**src/rtl/srw_pkg.sv**
```systemverilog
// constants, state encoding and timing for the supply/reset watchdog block
// Function
// - reset_out_n low on supply, manual, watchdog
// - reset_out always complement of reset_out_n
// - hold reset_out_n for full hold period
// - hold reset_out for full hold period
// - manual_reset_in_n low asserts reset while low
// - at least 140ms after manual reset release
// - debounce manual_reset_in_n internally
// - no kick edge past timeout expires watchdog
// - clear watchdog on reset, manual, kick edge
// - undriven kick input gives no watchdog reset
// - supply recovery starts internal hold timer
// - watchdog timeout nominally 1.6s
// - watchdog cleared and stopped during reset
// - kick pulses of 50ns are valid edges
// - drive kick low 7/8, high last 1/8
package srw_pkg;

  // clock
  localparam longint CLK_PERIOD_NS   = 10;
  // reset hold period, least time, rounds up
  localparam longint RESET_HOLD_NS   = 140_000_000;
  localparam int     HOLD_CYC        = int'((RESET_HOLD_NS + CLK_PERIOD_NS - 1) / CLK_PERIOD_NS);
  // watchdog timeout, nominal, rounds down
  localparam longint WD_TIMEOUT_NS   = 1_600_000_000;
  localparam int     WD_CYC          = int'(WD_TIMEOUT_NS / CLK_PERIOD_NS);
  // shortest kick pulse that must be seen
  localparam longint KICK_PULSE_NS   = 50;
  localparam int     KICK_PULSE_CYC  = int'(KICK_PULSE_NS / CLK_PERIOD_NS);
  // manual reset must be stable this long before it is believed
  localparam longint MR_DEBOUNCE_NS  = 1_000;
  localparam int     MR_DEBOUNCE_CYC = int'((MR_DEBOUNCE_NS + CLK_PERIOD_NS - 1) / CLK_PERIOD_NS);
  // plain synchroniser, no extra filtering
  localparam int     SYNC_ONLY_CYC   = 1;
  // internal kick driver goes high for the last eighth
  localparam int     KICK_HIGH_NUM   = 7;
  localparam int     KICK_HIGH_DEN   = 8;

  // reset-time levels
  localparam logic   RST_LEVEL_LOW   = 1'b0;
  localparam logic   RST_LEVEL_HIGH  = 1'b1;

  // supervisor states
  typedef enum logic [1:0] {
    SRW_RUN   = 2'b00,  // reset released, watchdog counting
    SRW_CAUSE = 2'b01,  // a level cause is present
    SRW_HOLD  = 2'b10   // cause gone, timing the hold period
  } srw_state_t;

endpackage : srw_pkg

```
**src/rtl/srw_sync_filter.sv**
```systemverilog
// two-stage synchroniser followed by a stable-count debouncer
`timescale 1ns/1ns
module srw_sync_filter
  import srw_pkg::*;
#(
  parameter int   STABLE_CYCLES = 1,
  parameter logic RESET_LEVEL   = 1'b0
) (
  // clock and reset
  input  wire logic sys_clk,
  input  wire logic rst_n,
  // asynchronous level in, clean level out
  input  wire logic raw_in,
  output logic      level
);

  localparam int CW = (STABLE_CYCLES > 1) ? $clog2(STABLE_CYCLES) : 1;
  localparam logic [CW-1:0] CNT_LAST = CW'(STABLE_CYCLES - 1);

  // whole state of the filter
  typedef struct packed {
    logic          meta;    // first stage, read only by sync
    logic          sync;    // second stage
    logic [CW-1:0] cnt;     // cycles sync has differed from level
    logic          level;   // accepted level
  } srw_filt_t;

  srw_filt_t q;       // registered state
  srw_filt_t next_q;  // next state

  // count how long the new value has stood before accepting it
  always_comb begin
    next_q      = q;
    next_q.meta = raw_in;
    next_q.sync = q.meta;
    if (q.sync != q.level) begin
      // a bounce resets the count, so only a steady level gets through
      if (q.cnt == CNT_LAST) begin
        next_q.level = q.sync;
        next_q.cnt   = '0;
      end else begin
        next_q.cnt = q.cnt + CW'(1);
      end
    end else begin
      next_q.cnt = '0;
    end
  end

  // state register
  always_ff @(posedge sys_clk or negedge rst_n) begin
    if (!rst_n) begin
      q <= '{meta: RESET_LEVEL, sync: RESET_LEVEL, cnt: '0, level: RESET_LEVEL};
    end else begin
      q <= next_q;
    end
  end

  assign level = q.level;

  // level only moves after the full stable count
  property p_debounce_count;
    @(posedge sys_clk) disable iff (!rst_n)
      (q.level != $past(q.level)) |-> ($past(q.cnt) == CNT_LAST && $past(q.sync) == q.level);
  endproperty
  a_debounce_count: assert property (p_debounce_count)
    else $error("filtered level changed before stable count");

endmodule : srw_sync_filter

```
**src/rtl/srw_supervisor.sv**
```systemverilog
// supply, manual and watchdog reset supervisor with timed reset hold
`timescale 1ns/1ns
module srw_supervisor
  import srw_pkg::*;
#(
  parameter int HOLD_CYCLES = HOLD_CYC,  // reset hold period in cycles
  parameter int WD_CYCLES   = WD_CYC,    // watchdog timeout in cycles
  parameter int MR_DEB_CYC  = MR_DEBOUNCE_CYC
) (
  // clock and reset
  input  wire logic sys_clk,
  input  wire logic rst_n,
  // reset causes
  input  wire logic supply_low_in,
  input  wire logic manual_reset_in_n,
  // watchdog kick pin, weakly driven by us
  input  wire logic watchdog_kick_in,
  output logic      watchdog_kick_out,
  output logic      watchdog_kick_oe,
  // reset outputs
  output logic      reset_out_n,
  output logic      reset_out
);

  // counter widths follow the periods
  localparam int HW = $clog2(HOLD_CYCLES + 1);
  localparam int WW = $clog2(WD_CYCLES + 1);
  localparam logic [HW-1:0] HOLD_LAST = HW'(HOLD_CYCLES - 1);
  localparam logic [WW-1:0] WD_LAST   = WW'(WD_CYCLES - 1);
  // count where the internal kick driver goes high
  localparam logic [WW-1:0] WD_HIGH_AT =
    WW'((longint'(WD_CYCLES) * KICK_HIGH_NUM) / KICK_HIGH_DEN);

  // whole state of the supervisor
  typedef struct packed {
    srw_state_t    state;      // supervisor state
    logic [HW-1:0] hold_cnt;   // cycles spent in hold
    logic [WW-1:0] wd_cnt;     // watchdog time since last clear
    logic          kick_prev;  // last synchronised kick level
    logic          rst_n_q;    // active-low reset output
    logic          rst_q;      // active-high reset output
    logic          kick_drv;   // internal kick driver level
    logic          kick_oe;    // internal kick driver enable
  } srw_sup_t;

  srw_sup_t q;       // registered state
  srw_sup_t next_q;  // next state

  // clean versions of the three pins
  logic supply_low;  // synchronised supply indication
  logic mr_n;        // debounced manual reset, low = request
  logic kick;        // synchronised kick level

  // supply comparator is an async digital level
  srw_sync_filter #(
    .STABLE_CYCLES (SYNC_ONLY_CYC),
    .RESET_LEVEL   (RST_LEVEL_LOW)
  ) u_supply_sync (
    .sys_clk (sys_clk),
    .rst_n   (rst_n),
    .raw_in  (supply_low_in),
    .level   (supply_low)
  );

  // switch bounce is filtered here, no outside parts needed
  srw_sync_filter #(
    .STABLE_CYCLES (MR_DEB_CYC),
    .RESET_LEVEL   (RST_LEVEL_HIGH)
  ) u_manual_deb (
    .sys_clk (sys_clk),
    .rst_n   (rst_n),
    .raw_in  (manual_reset_in_n),
    .level   (mr_n)
  );

  // no filtering on the kick: a 50ns pulse is five cycles
  // and must survive the two flops untouched
  srw_sync_filter #(
    .STABLE_CYCLES (SYNC_ONLY_CYC),
    .RESET_LEVEL   (RST_LEVEL_LOW)
  ) u_kick_sync (
    .sys_clk (sys_clk),
    .rst_n   (rst_n),
    .raw_in  (watchdog_kick_in),
    .level   (kick)
  );

  // decoded conditions
  logic cause;      // a level reset cause is present
  logic mr_req;     // manual reset requested
  logic kick_edge;  // rising or falling kick edge
  logic wd_fire;    // watchdog ran out this cycle

  // cause and event decode
  always_comb begin
    mr_req    = !mr_n;
    cause     = supply_low || mr_req;
    kick_edge = kick != q.kick_prev;
    // fires only while released; during reset the counter is idle
    wd_fire   = (q.state == SRW_RUN) && (q.wd_cnt == WD_LAST) && !kick_edge;
  end

  // next-state logic for the whole block
  always_comb begin
    next_q           = q;
    next_q.kick_prev = kick;
    case (q.state)
      // released: watch for any cause
      SRW_RUN: begin
        if (cause) begin
          next_q.state = SRW_CAUSE;
        end else if (wd_fire) begin
          // hold counts from the start of a watchdog reset
          next_q.state    = SRW_HOLD;
          next_q.hold_cnt = '0;
        end
      end
      // level cause present: wait for it to go away
      SRW_CAUSE: begin
        if (!cause) begin
          next_q.state    = SRW_HOLD;
          next_q.hold_cnt = '0;
        end
      end
      // timing the hold; a new cause restarts everything
      SRW_HOLD: begin
        if (cause) begin
          next_q.state = SRW_CAUSE;
        end else if (q.hold_cnt == HOLD_LAST) begin
          next_q.state = SRW_RUN;
        end else begin
          next_q.hold_cnt = q.hold_cnt + HW'(1);
        end
      end
      // illegal code: treat as a live cause, safe side
      default: begin
        next_q.state = SRW_CAUSE;
      end
    endcase

    // watchdog counter: cleared during reset, on manual request, on edges
    if (next_q.state != SRW_RUN || q.state != SRW_RUN || mr_req || kick_edge) begin
      next_q.wd_cnt = '0;
    end else begin
      next_q.wd_cnt = q.wd_cnt + WW'(1);
    end

    // both outputs come from the same next state, so never disagree
    next_q.rst_n_q = (next_q.state == SRW_RUN);
    next_q.rst_q   = (next_q.state != SRW_RUN);

    // weak internal kick driver: an open pin sees an edge every
    // 7/8 period, which clears the counter before it runs out
    next_q.kick_drv = (next_q.wd_cnt >= WD_HIGH_AT);
    next_q.kick_oe  = 1'b1;
  end

  // state register; reset starts in hold as a power-on reset
  always_ff @(posedge sys_clk or negedge rst_n) begin
    if (!rst_n) begin
      q <= '{state: SRW_HOLD, hold_cnt: '0, wd_cnt: '0, kick_prev: 1'b0,
             rst_n_q: 1'b0, rst_q: 1'b1, kick_drv: 1'b0, kick_oe: 1'b0};
    end else begin
      q <= next_q;
    end
  end

  // outputs straight from flops
  assign reset_out_n       = q.rst_n_q;
  assign reset_out         = q.rst_q;
  assign watchdog_kick_out = q.kick_drv;
  assign watchdog_kick_oe  = q.kick_oe;

  // assertions
  // all are off while rst_n is low, so the power-on hold
  // is judged only once the block has left reset

  // the two outputs are always complements
  property p_out_complement;
    @(posedge sys_clk) disable iff (!rst_n)
      reset_out == !reset_out_n;
  endproperty
  a_out_complement: assert property (p_out_complement)
    else $error("reset outputs not complementary");

  // any level cause asserts reset on the next edge
  property p_cause_asserts;
    @(posedge sys_clk) disable iff (!rst_n)
      cause |=> (!reset_out_n && reset_out);
  endproperty
  a_cause_asserts: assert property (p_cause_asserts)
    else $error("cause present but reset not asserted");

  // manual request keeps reset asserted while it lasts
  property p_manual_holds;
    @(posedge sys_clk) disable iff (!rst_n)
      (mr_req && $past(mr_req)) |-> !reset_out_n;
  endproperty
  a_manual_holds: assert property (p_manual_holds)
    else $error("manual reset low but reset released");

  // release only after the full hold count with no cause
  property p_release_after_hold;
    @(posedge sys_clk) disable iff (!rst_n)
      $rose(reset_out_n) |-> ($past(q.hold_cnt) == HOLD_LAST && $past(q.state) == SRW_HOLD && !$past(cause));
  endproperty
  a_release_after_hold: assert property (p_release_after_hold)
    else $error("reset_out_n released before hold period");

  // active-high output falls only after the full hold count, with reset_out_n low the cycle before
  property p_high_release;
    @(posedge sys_clk) disable iff (!rst_n)
      $fell(reset_out) |-> ($past(q.hold_cnt) == HOLD_LAST && $past(reset_out_n) == 1'b0);
  endproperty
  a_high_release: assert property (p_high_release)
    else $error("reset_out released before hold period");

  // watchdog runs out into a fresh hold
  property p_wd_expire;
    @(posedge sys_clk) disable iff (!rst_n)
      (q.state == SRW_RUN && q.wd_cnt == WD_LAST && !kick_edge && !cause)
        |=> (!reset_out_n && q.state == SRW_HOLD && q.hold_cnt == '0);
  endproperty
  a_wd_expire: assert property (p_wd_expire)
    else $error("watchdog timeout did not start a reset");

  // a kick edge clears the watchdog count
  property p_kick_clears;
    @(posedge sys_clk) disable iff (!rst_n)
      kick_edge |=> (q.wd_cnt == '0);
  endproperty
  a_kick_clears: assert property (p_kick_clears)
    else $error("kick edge did not clear watchdog");

  // counter stays cleared while reset is out
  property p_wd_idle_in_reset;
    @(posedge sys_clk) disable iff (!rst_n)
      (!reset_out_n ##1 !reset_out_n) |-> (q.wd_cnt == '0);
  endproperty
  a_wd_idle_in_reset: assert property (p_wd_idle_in_reset)
    else $error("watchdog counted during reset");

  // internal driver level tracks the counter phase
  property p_kick_drive;
    @(posedge sys_clk) disable iff (!rst_n)
      watchdog_kick_oe |-> (watchdog_kick_out == (q.wd_cnt >= WD_HIGH_AT));
  endproperty
  a_kick_drive: assert property (p_kick_drive)
    else $error("kick driver phase wrong");

  // main scenarios
  c_wd_reset:   cover property (@(posedge sys_clk) disable iff (!rst_n) wd_fire);
  c_manual_rel: cover property (@(posedge sys_clk) disable iff (!rst_n)
                  $fell(mr_req) ##1 (q.state == SRW_HOLD));
  c_supply_rel: cover property (@(posedge sys_clk) disable iff (!rst_n)
                  $fell(supply_low) ##1 (q.state == SRW_HOLD));
  c_released:   cover property (@(posedge sys_clk) disable iff (!rst_n) $rose(reset_out_n));

endmodule : srw_supervisor

```
**config.mk**
```make
export PLATFORM = sky130hd
export DESIGN_NAME = srw_supervisor
export DESIGN_NICKNAME = d
export VERILOG_FILES = /design/src/rtl/srw_pkg.sv /design/src/rtl/srw_sync_filter.sv /design/src/rtl/srw_supervisor.sv
export SDC_FILE = /design/constraint.sdc
export NUM_CORES = 1
export LEC_CHECK = 0
export ABC_CLOCK_PERIOD_IN_PS = 2600
export BUFFER_PORTS_ARGS = -buffer_cell sky130_fd_sc_hd__buf_2
export CAP_MARGIN = 20
export CORE_MARGIN = 2
export CORE_UTILIZATION = 30
export CTS_CLUSTER_DIAMETER = 200
export DETAILED_ROUTE_END_ITERATION = 12
export SYNTH_ARGS = -nofsm -noshare
export SYNTH_HDL_FRONTEND = slang
export SYNTH_SLANG_ARGS = --single-unit
export TNS_END_PERCENT = 100
```
**constraint.sdc**
```tcl
create_clock -name sys_clk -period 2.6 [get_ports sys_clk]
set_clock_uncertainty 0.05 [all_clocks]
set_input_delay 0.13 -clock sys_clk [delete_from_list [all_inputs] [get_ports sys_clk]]
set_output_delay 0.13 -clock sys_clk [all_outputs]
set_load 0.05 [all_outputs]
```
==> results.sh <==
export IMPL_cts_tree="built"
export IMPL_syn_inst=441
export IMPL_critPathRequiredTime_ns=2.78
export IMPL_yosys_register_bits=75
export IMPL_grt_max_degree=76
export IMPL_grt_use_total_pct=13.6
export IMPL_drive_gt1_share_pct=22.5
export IMPL_slowest_delay_ns=0.39
export IMPL_first_iter_violations=250
export IMPL_cts_buffers=9
export IMPL_cts_max_path_buffers=2
export IMPL_synth_top_flop_cell="dfrtp_1"
export IMPL_dieHeight_um=121
export IMPL_layout_nets=501
export IMPL_crit_type="reg2reg"
export IMPL_critPathBufInv=1
export IMPL_viasPerCell=5.20
export IMPL_synth_cell_types=50
export IMPL_yosys_warnings=0
export IMPL_first_pass_iters=4
export IMPL_post_route_drc_count=0
export IMPL_worstSetupEndpoint="q[38]$_DFFE_PN0P_"
export IMPL_p_sw_mw=0.506
export IMPL_p_per_area_mw_per_mm2=501
export IMPL_r2r_end="q[38]$_DFFE_PN0P_"
export IMPL_port_buffers=8
export IMPL_setup_tns_ns=-0.0188
export IMPL_grt_pass1_vias=3430
export IMPL_clkPwrFrac_pct=52.5
export IMPL_startpoint="q[30]$_DFF_PN0_"
export IMPL_max_freq_mhz=384
export IMPL_maxSlewViolCount=0
export IMPL_fill_cells=1317
export IMPL_seqPwrFrac_pct=45.8
export IMPL_rr_startpoint="q[30]$_DFF_PN0_"
export IMPL_crit_path_end_kind="flop"
export IMPL_leakagePower_nw=2.15
export IMPL_fin_crit_ns=2.61
export IMPL_grt_pass1_wl_um=16200
export IMPL_switching_share_pct=19.5
export IMPL_worstRegToRegCells=7
export IMPL_synth_edf_count=0
export IMPL_insertion_delay_ns=0.33
export IMPL_postPlaceCellArea_mm2=0.00460
export IMPL_rsz0062_at_grt="yes"
export IMPL_hold_viol=0
export IMPL_antenna_found_initial=0
export IMPL_gp_congestion=0.821
export IMPL_setup_ws_ns=-0.00707
export IMPL_wl_per_cell_um=13.9
export IMPL_cp_common_cell="or3_4"
export IMPL_cp_depth=7
export IMPL_outcome="complete, but fails checks"
export IMPL_maxCapViolCount=0
export IMPL_final_area_mm2=0.00516
export IMPL_ant_nets=0
export IMPL_cts_root_buf="clkbuf_16"
export IMPL_placementRows=42
export IMPL_ios=9
export IMPL_crit_chain="nor4bb_2 -> nand4_1 -> or3_4 -> a221o_1 -> or3_4 -> buf_12 -> o41ai_2"
export IMPL_multi_input_area_mm2=0.00218
export IMPL_ys_async_sr_fraction_pct=100
export IMPL_worst_pin_slew_ns=0.938
export IMPL_mostFrequentLayoutCell="dfrtp_1"
export IMPL_dp_hpwl_um=6130
export IMPL_wl_um=9270
export IMPL_violations="negative setup slack"
export IMPL_vias=3480
export IMPL_startpoint_type="flop"
export IMPL_intPower_mw=2.08
export IMPL_syn_to_final_growth_pct=26.3
export IMPL_die_w_um=121
export IMPL_diodes=0
export IMPL_critPathSlowestCell="dfrtp_1"
export IMPL_overflow=0
export IMPL_synth_area_mm2=0.00409
export IMPL_ys_seq_area_share_pct=46.1
export IMPL_core_area_mm2=0.0133
export IMPL_combPwrFrac_pct=1.7
export IMPL_setup_viol=4
export IMPL_clock_sinks=75
export IMPL_cts_htree_levels=3
export IMPL_slew_headroom_pct=37.5
export IMPL_initial_core_util_pct=30.8
export IMPL_r2r_setup_slack_ns=-0.007
export IMPL_hold_worst_slack_ns=0.297
export IMPL_fin_crit_sh_pct=100
export IMPL_cp_max_fo=19
export IMPL_syn_nets=454
export IMPL_cp_arrival_ns=2.79
export IMPL_clk_pin_slew_ns=0.06
export IMPL_ff_latch_area_mm2=0.00188
export IMPL_die_area_mm2=0.0146
export IMPL_hold_class="reg2reg"
export IMPL_avgSynthCellArea_um2=9.27
export IMPL_critPathTopFamily="simple AND/OR/NAND/NOR gates"
export IMPL_layout_common_cells="dfrtp_1 (70), buf_4 (55), nor2_1 (49), nand2_1 (30), nand3_1 (30)"
export IMPL_vdd_drop_max_v=0.000377
-- power by group through the flow --
stage | registers (mW) | logic [mW] | clock network, mW
after floorplan | 1.21 | 0.00966 | 0
after global placement | 1.21 | 0.0409 | 0
after detailed placement | 1.21 | 0.0409 | 0
after CTS | 1.19 | 0.0459 | 1.40
after global routing | 1.19 | 0.0519 | 1.45
final | 1.19 | 0.0434 | 1.36
-- registers in the layout (all words and copies together), names as in the netlist --
name                  count
reset_out_n               1
watchdog_kick_out         1
u_supply_sync.level       1
u_kick_sync.next_q        1
u_supply_sync.next_q      1
u_kick_sync.level         1
u_manual_deb.q            8
u_kick_sync.q             1
q                        55
reset_out                 1
u_manual_deb.level        1
u_manual_deb.next_q       1
watchdog_kick_oe          1
u_supply_sync.q           1
-- cell type report --
type                       instances  share of cell area (%)
clock buffer                      12                    4.97
inverter                           9                   0.654
sequential                        75                    36.5
tap                              176                    4.26
multi-input combinational        325                    42.2
timing repair buffer              68                    10.1
clock inverter                     4                    1.41
-- through the flow --
step	util, %	setup slack, ns	total power, mW	instances
6_report	38.8	-0.00707	2.59	669
5_1_grt	38.8	-0.151	2.68	669
4_1_cts	38.3	-0.0373	2.63	668
3_5_place_dp	34.6	-0.159	1.25	644
3_3_place_gp	34.6	-0.0980	1.25	644
2_1_floorplan	-	0.00256	1.22	441
-- metal layers --
layer	global-route usage, %	up-vias	wire, um
li1	-	1691	-
met1	18.0	1711	4300
met2	21.9	66	4530
met3	3.58	12	320
met4	3.78	0	119
met5	0	-	0
-- cell families (layout without fill, tap and decap cells) --
| family | after synthesis | count (layout) | synth area share, % |
|---|---|---|---|
| adders and majority gates | 8 | 8 | 2.45 |
| xor gates and xnor gates | 32 | 32 | 6.85 |
| DFF | 75 | 75 | 46.1 |
| muxes | 4 | 4 | 1.01 |
| buffers and inverters | 41 | 93 | 4.38 |
| AOI/OAI and AO/OA | 83 | 83 | 14.1 |
| other | 1 | 1 | 0.0917 |
| and+or+nand+nor | 197 | 197 | 25.0 |
-- Yosys cell counts, types with 12 or more instances --
master	n	area [um2]
xnor2_1	18	158
and3_1	13	81.3
nand3_1	30	150
o21ai_0	12	60.1
o31ai_1	32	240
nand4_1	17	106
xor2_1	14	123
dfrtp_1	70	1750
nor2_1	51	191
clkbuf_1	24	90.1
nand2_1	30	113
-- how the worst min path moves through the flow --
stage                                             from                          endpoint  slack [ns]  cells past startpoint
final                     u_supply_sync.q[2]$_DFF_PN0_   u_supply_sync.level$_DFFE_PN0P_        0.30                      0
after global routing      u_supply_sync.q[2]$_DFF_PN0_   u_supply_sync.level$_DFFE_PN0P_        0.31                      0
after CTS                 u_supply_sync.q[2]$_DFF_PN0_   u_supply_sync.level$_DFFE_PN0P_        0.30                      0
after detailed placement             manual_reset_in_n  u_manual_deb.next_q[8]$_DFF_PN1_        0.19                      1
after global placement               manual_reset_in_n  u_manual_deb.next_q[8]$_DFF_PN1_        0.18                      1
after floorplan                                  rst_n                   q[10]$_DFF_PN0_       -0.22                      0
-- worst reg2reg max path, delay by kind of cell (launching register included) --
kind,cells,cell delay [ns]
buffers and inverters,1,0.17
flip-flops,1,0.39
AO/OA/AOI/OAI,2,0.60
AND/OR/NAND/NOR,4,1.30
-- what timing repair did --
| action | 4_1_cts | 5_1_grt |
|---|---|---|
| setup endpoints to repair | 46 | 52 |
| endpoints found under the hold margin | 73 | 0 |
| setup buffers | 4 | 1 |
| hold buffers | 4 | 0 |
| resized for setup | 15 | 14 |
| pin swaps | 1 | 5 |
No activity file was read; power rests on OpenSTA's default activity.
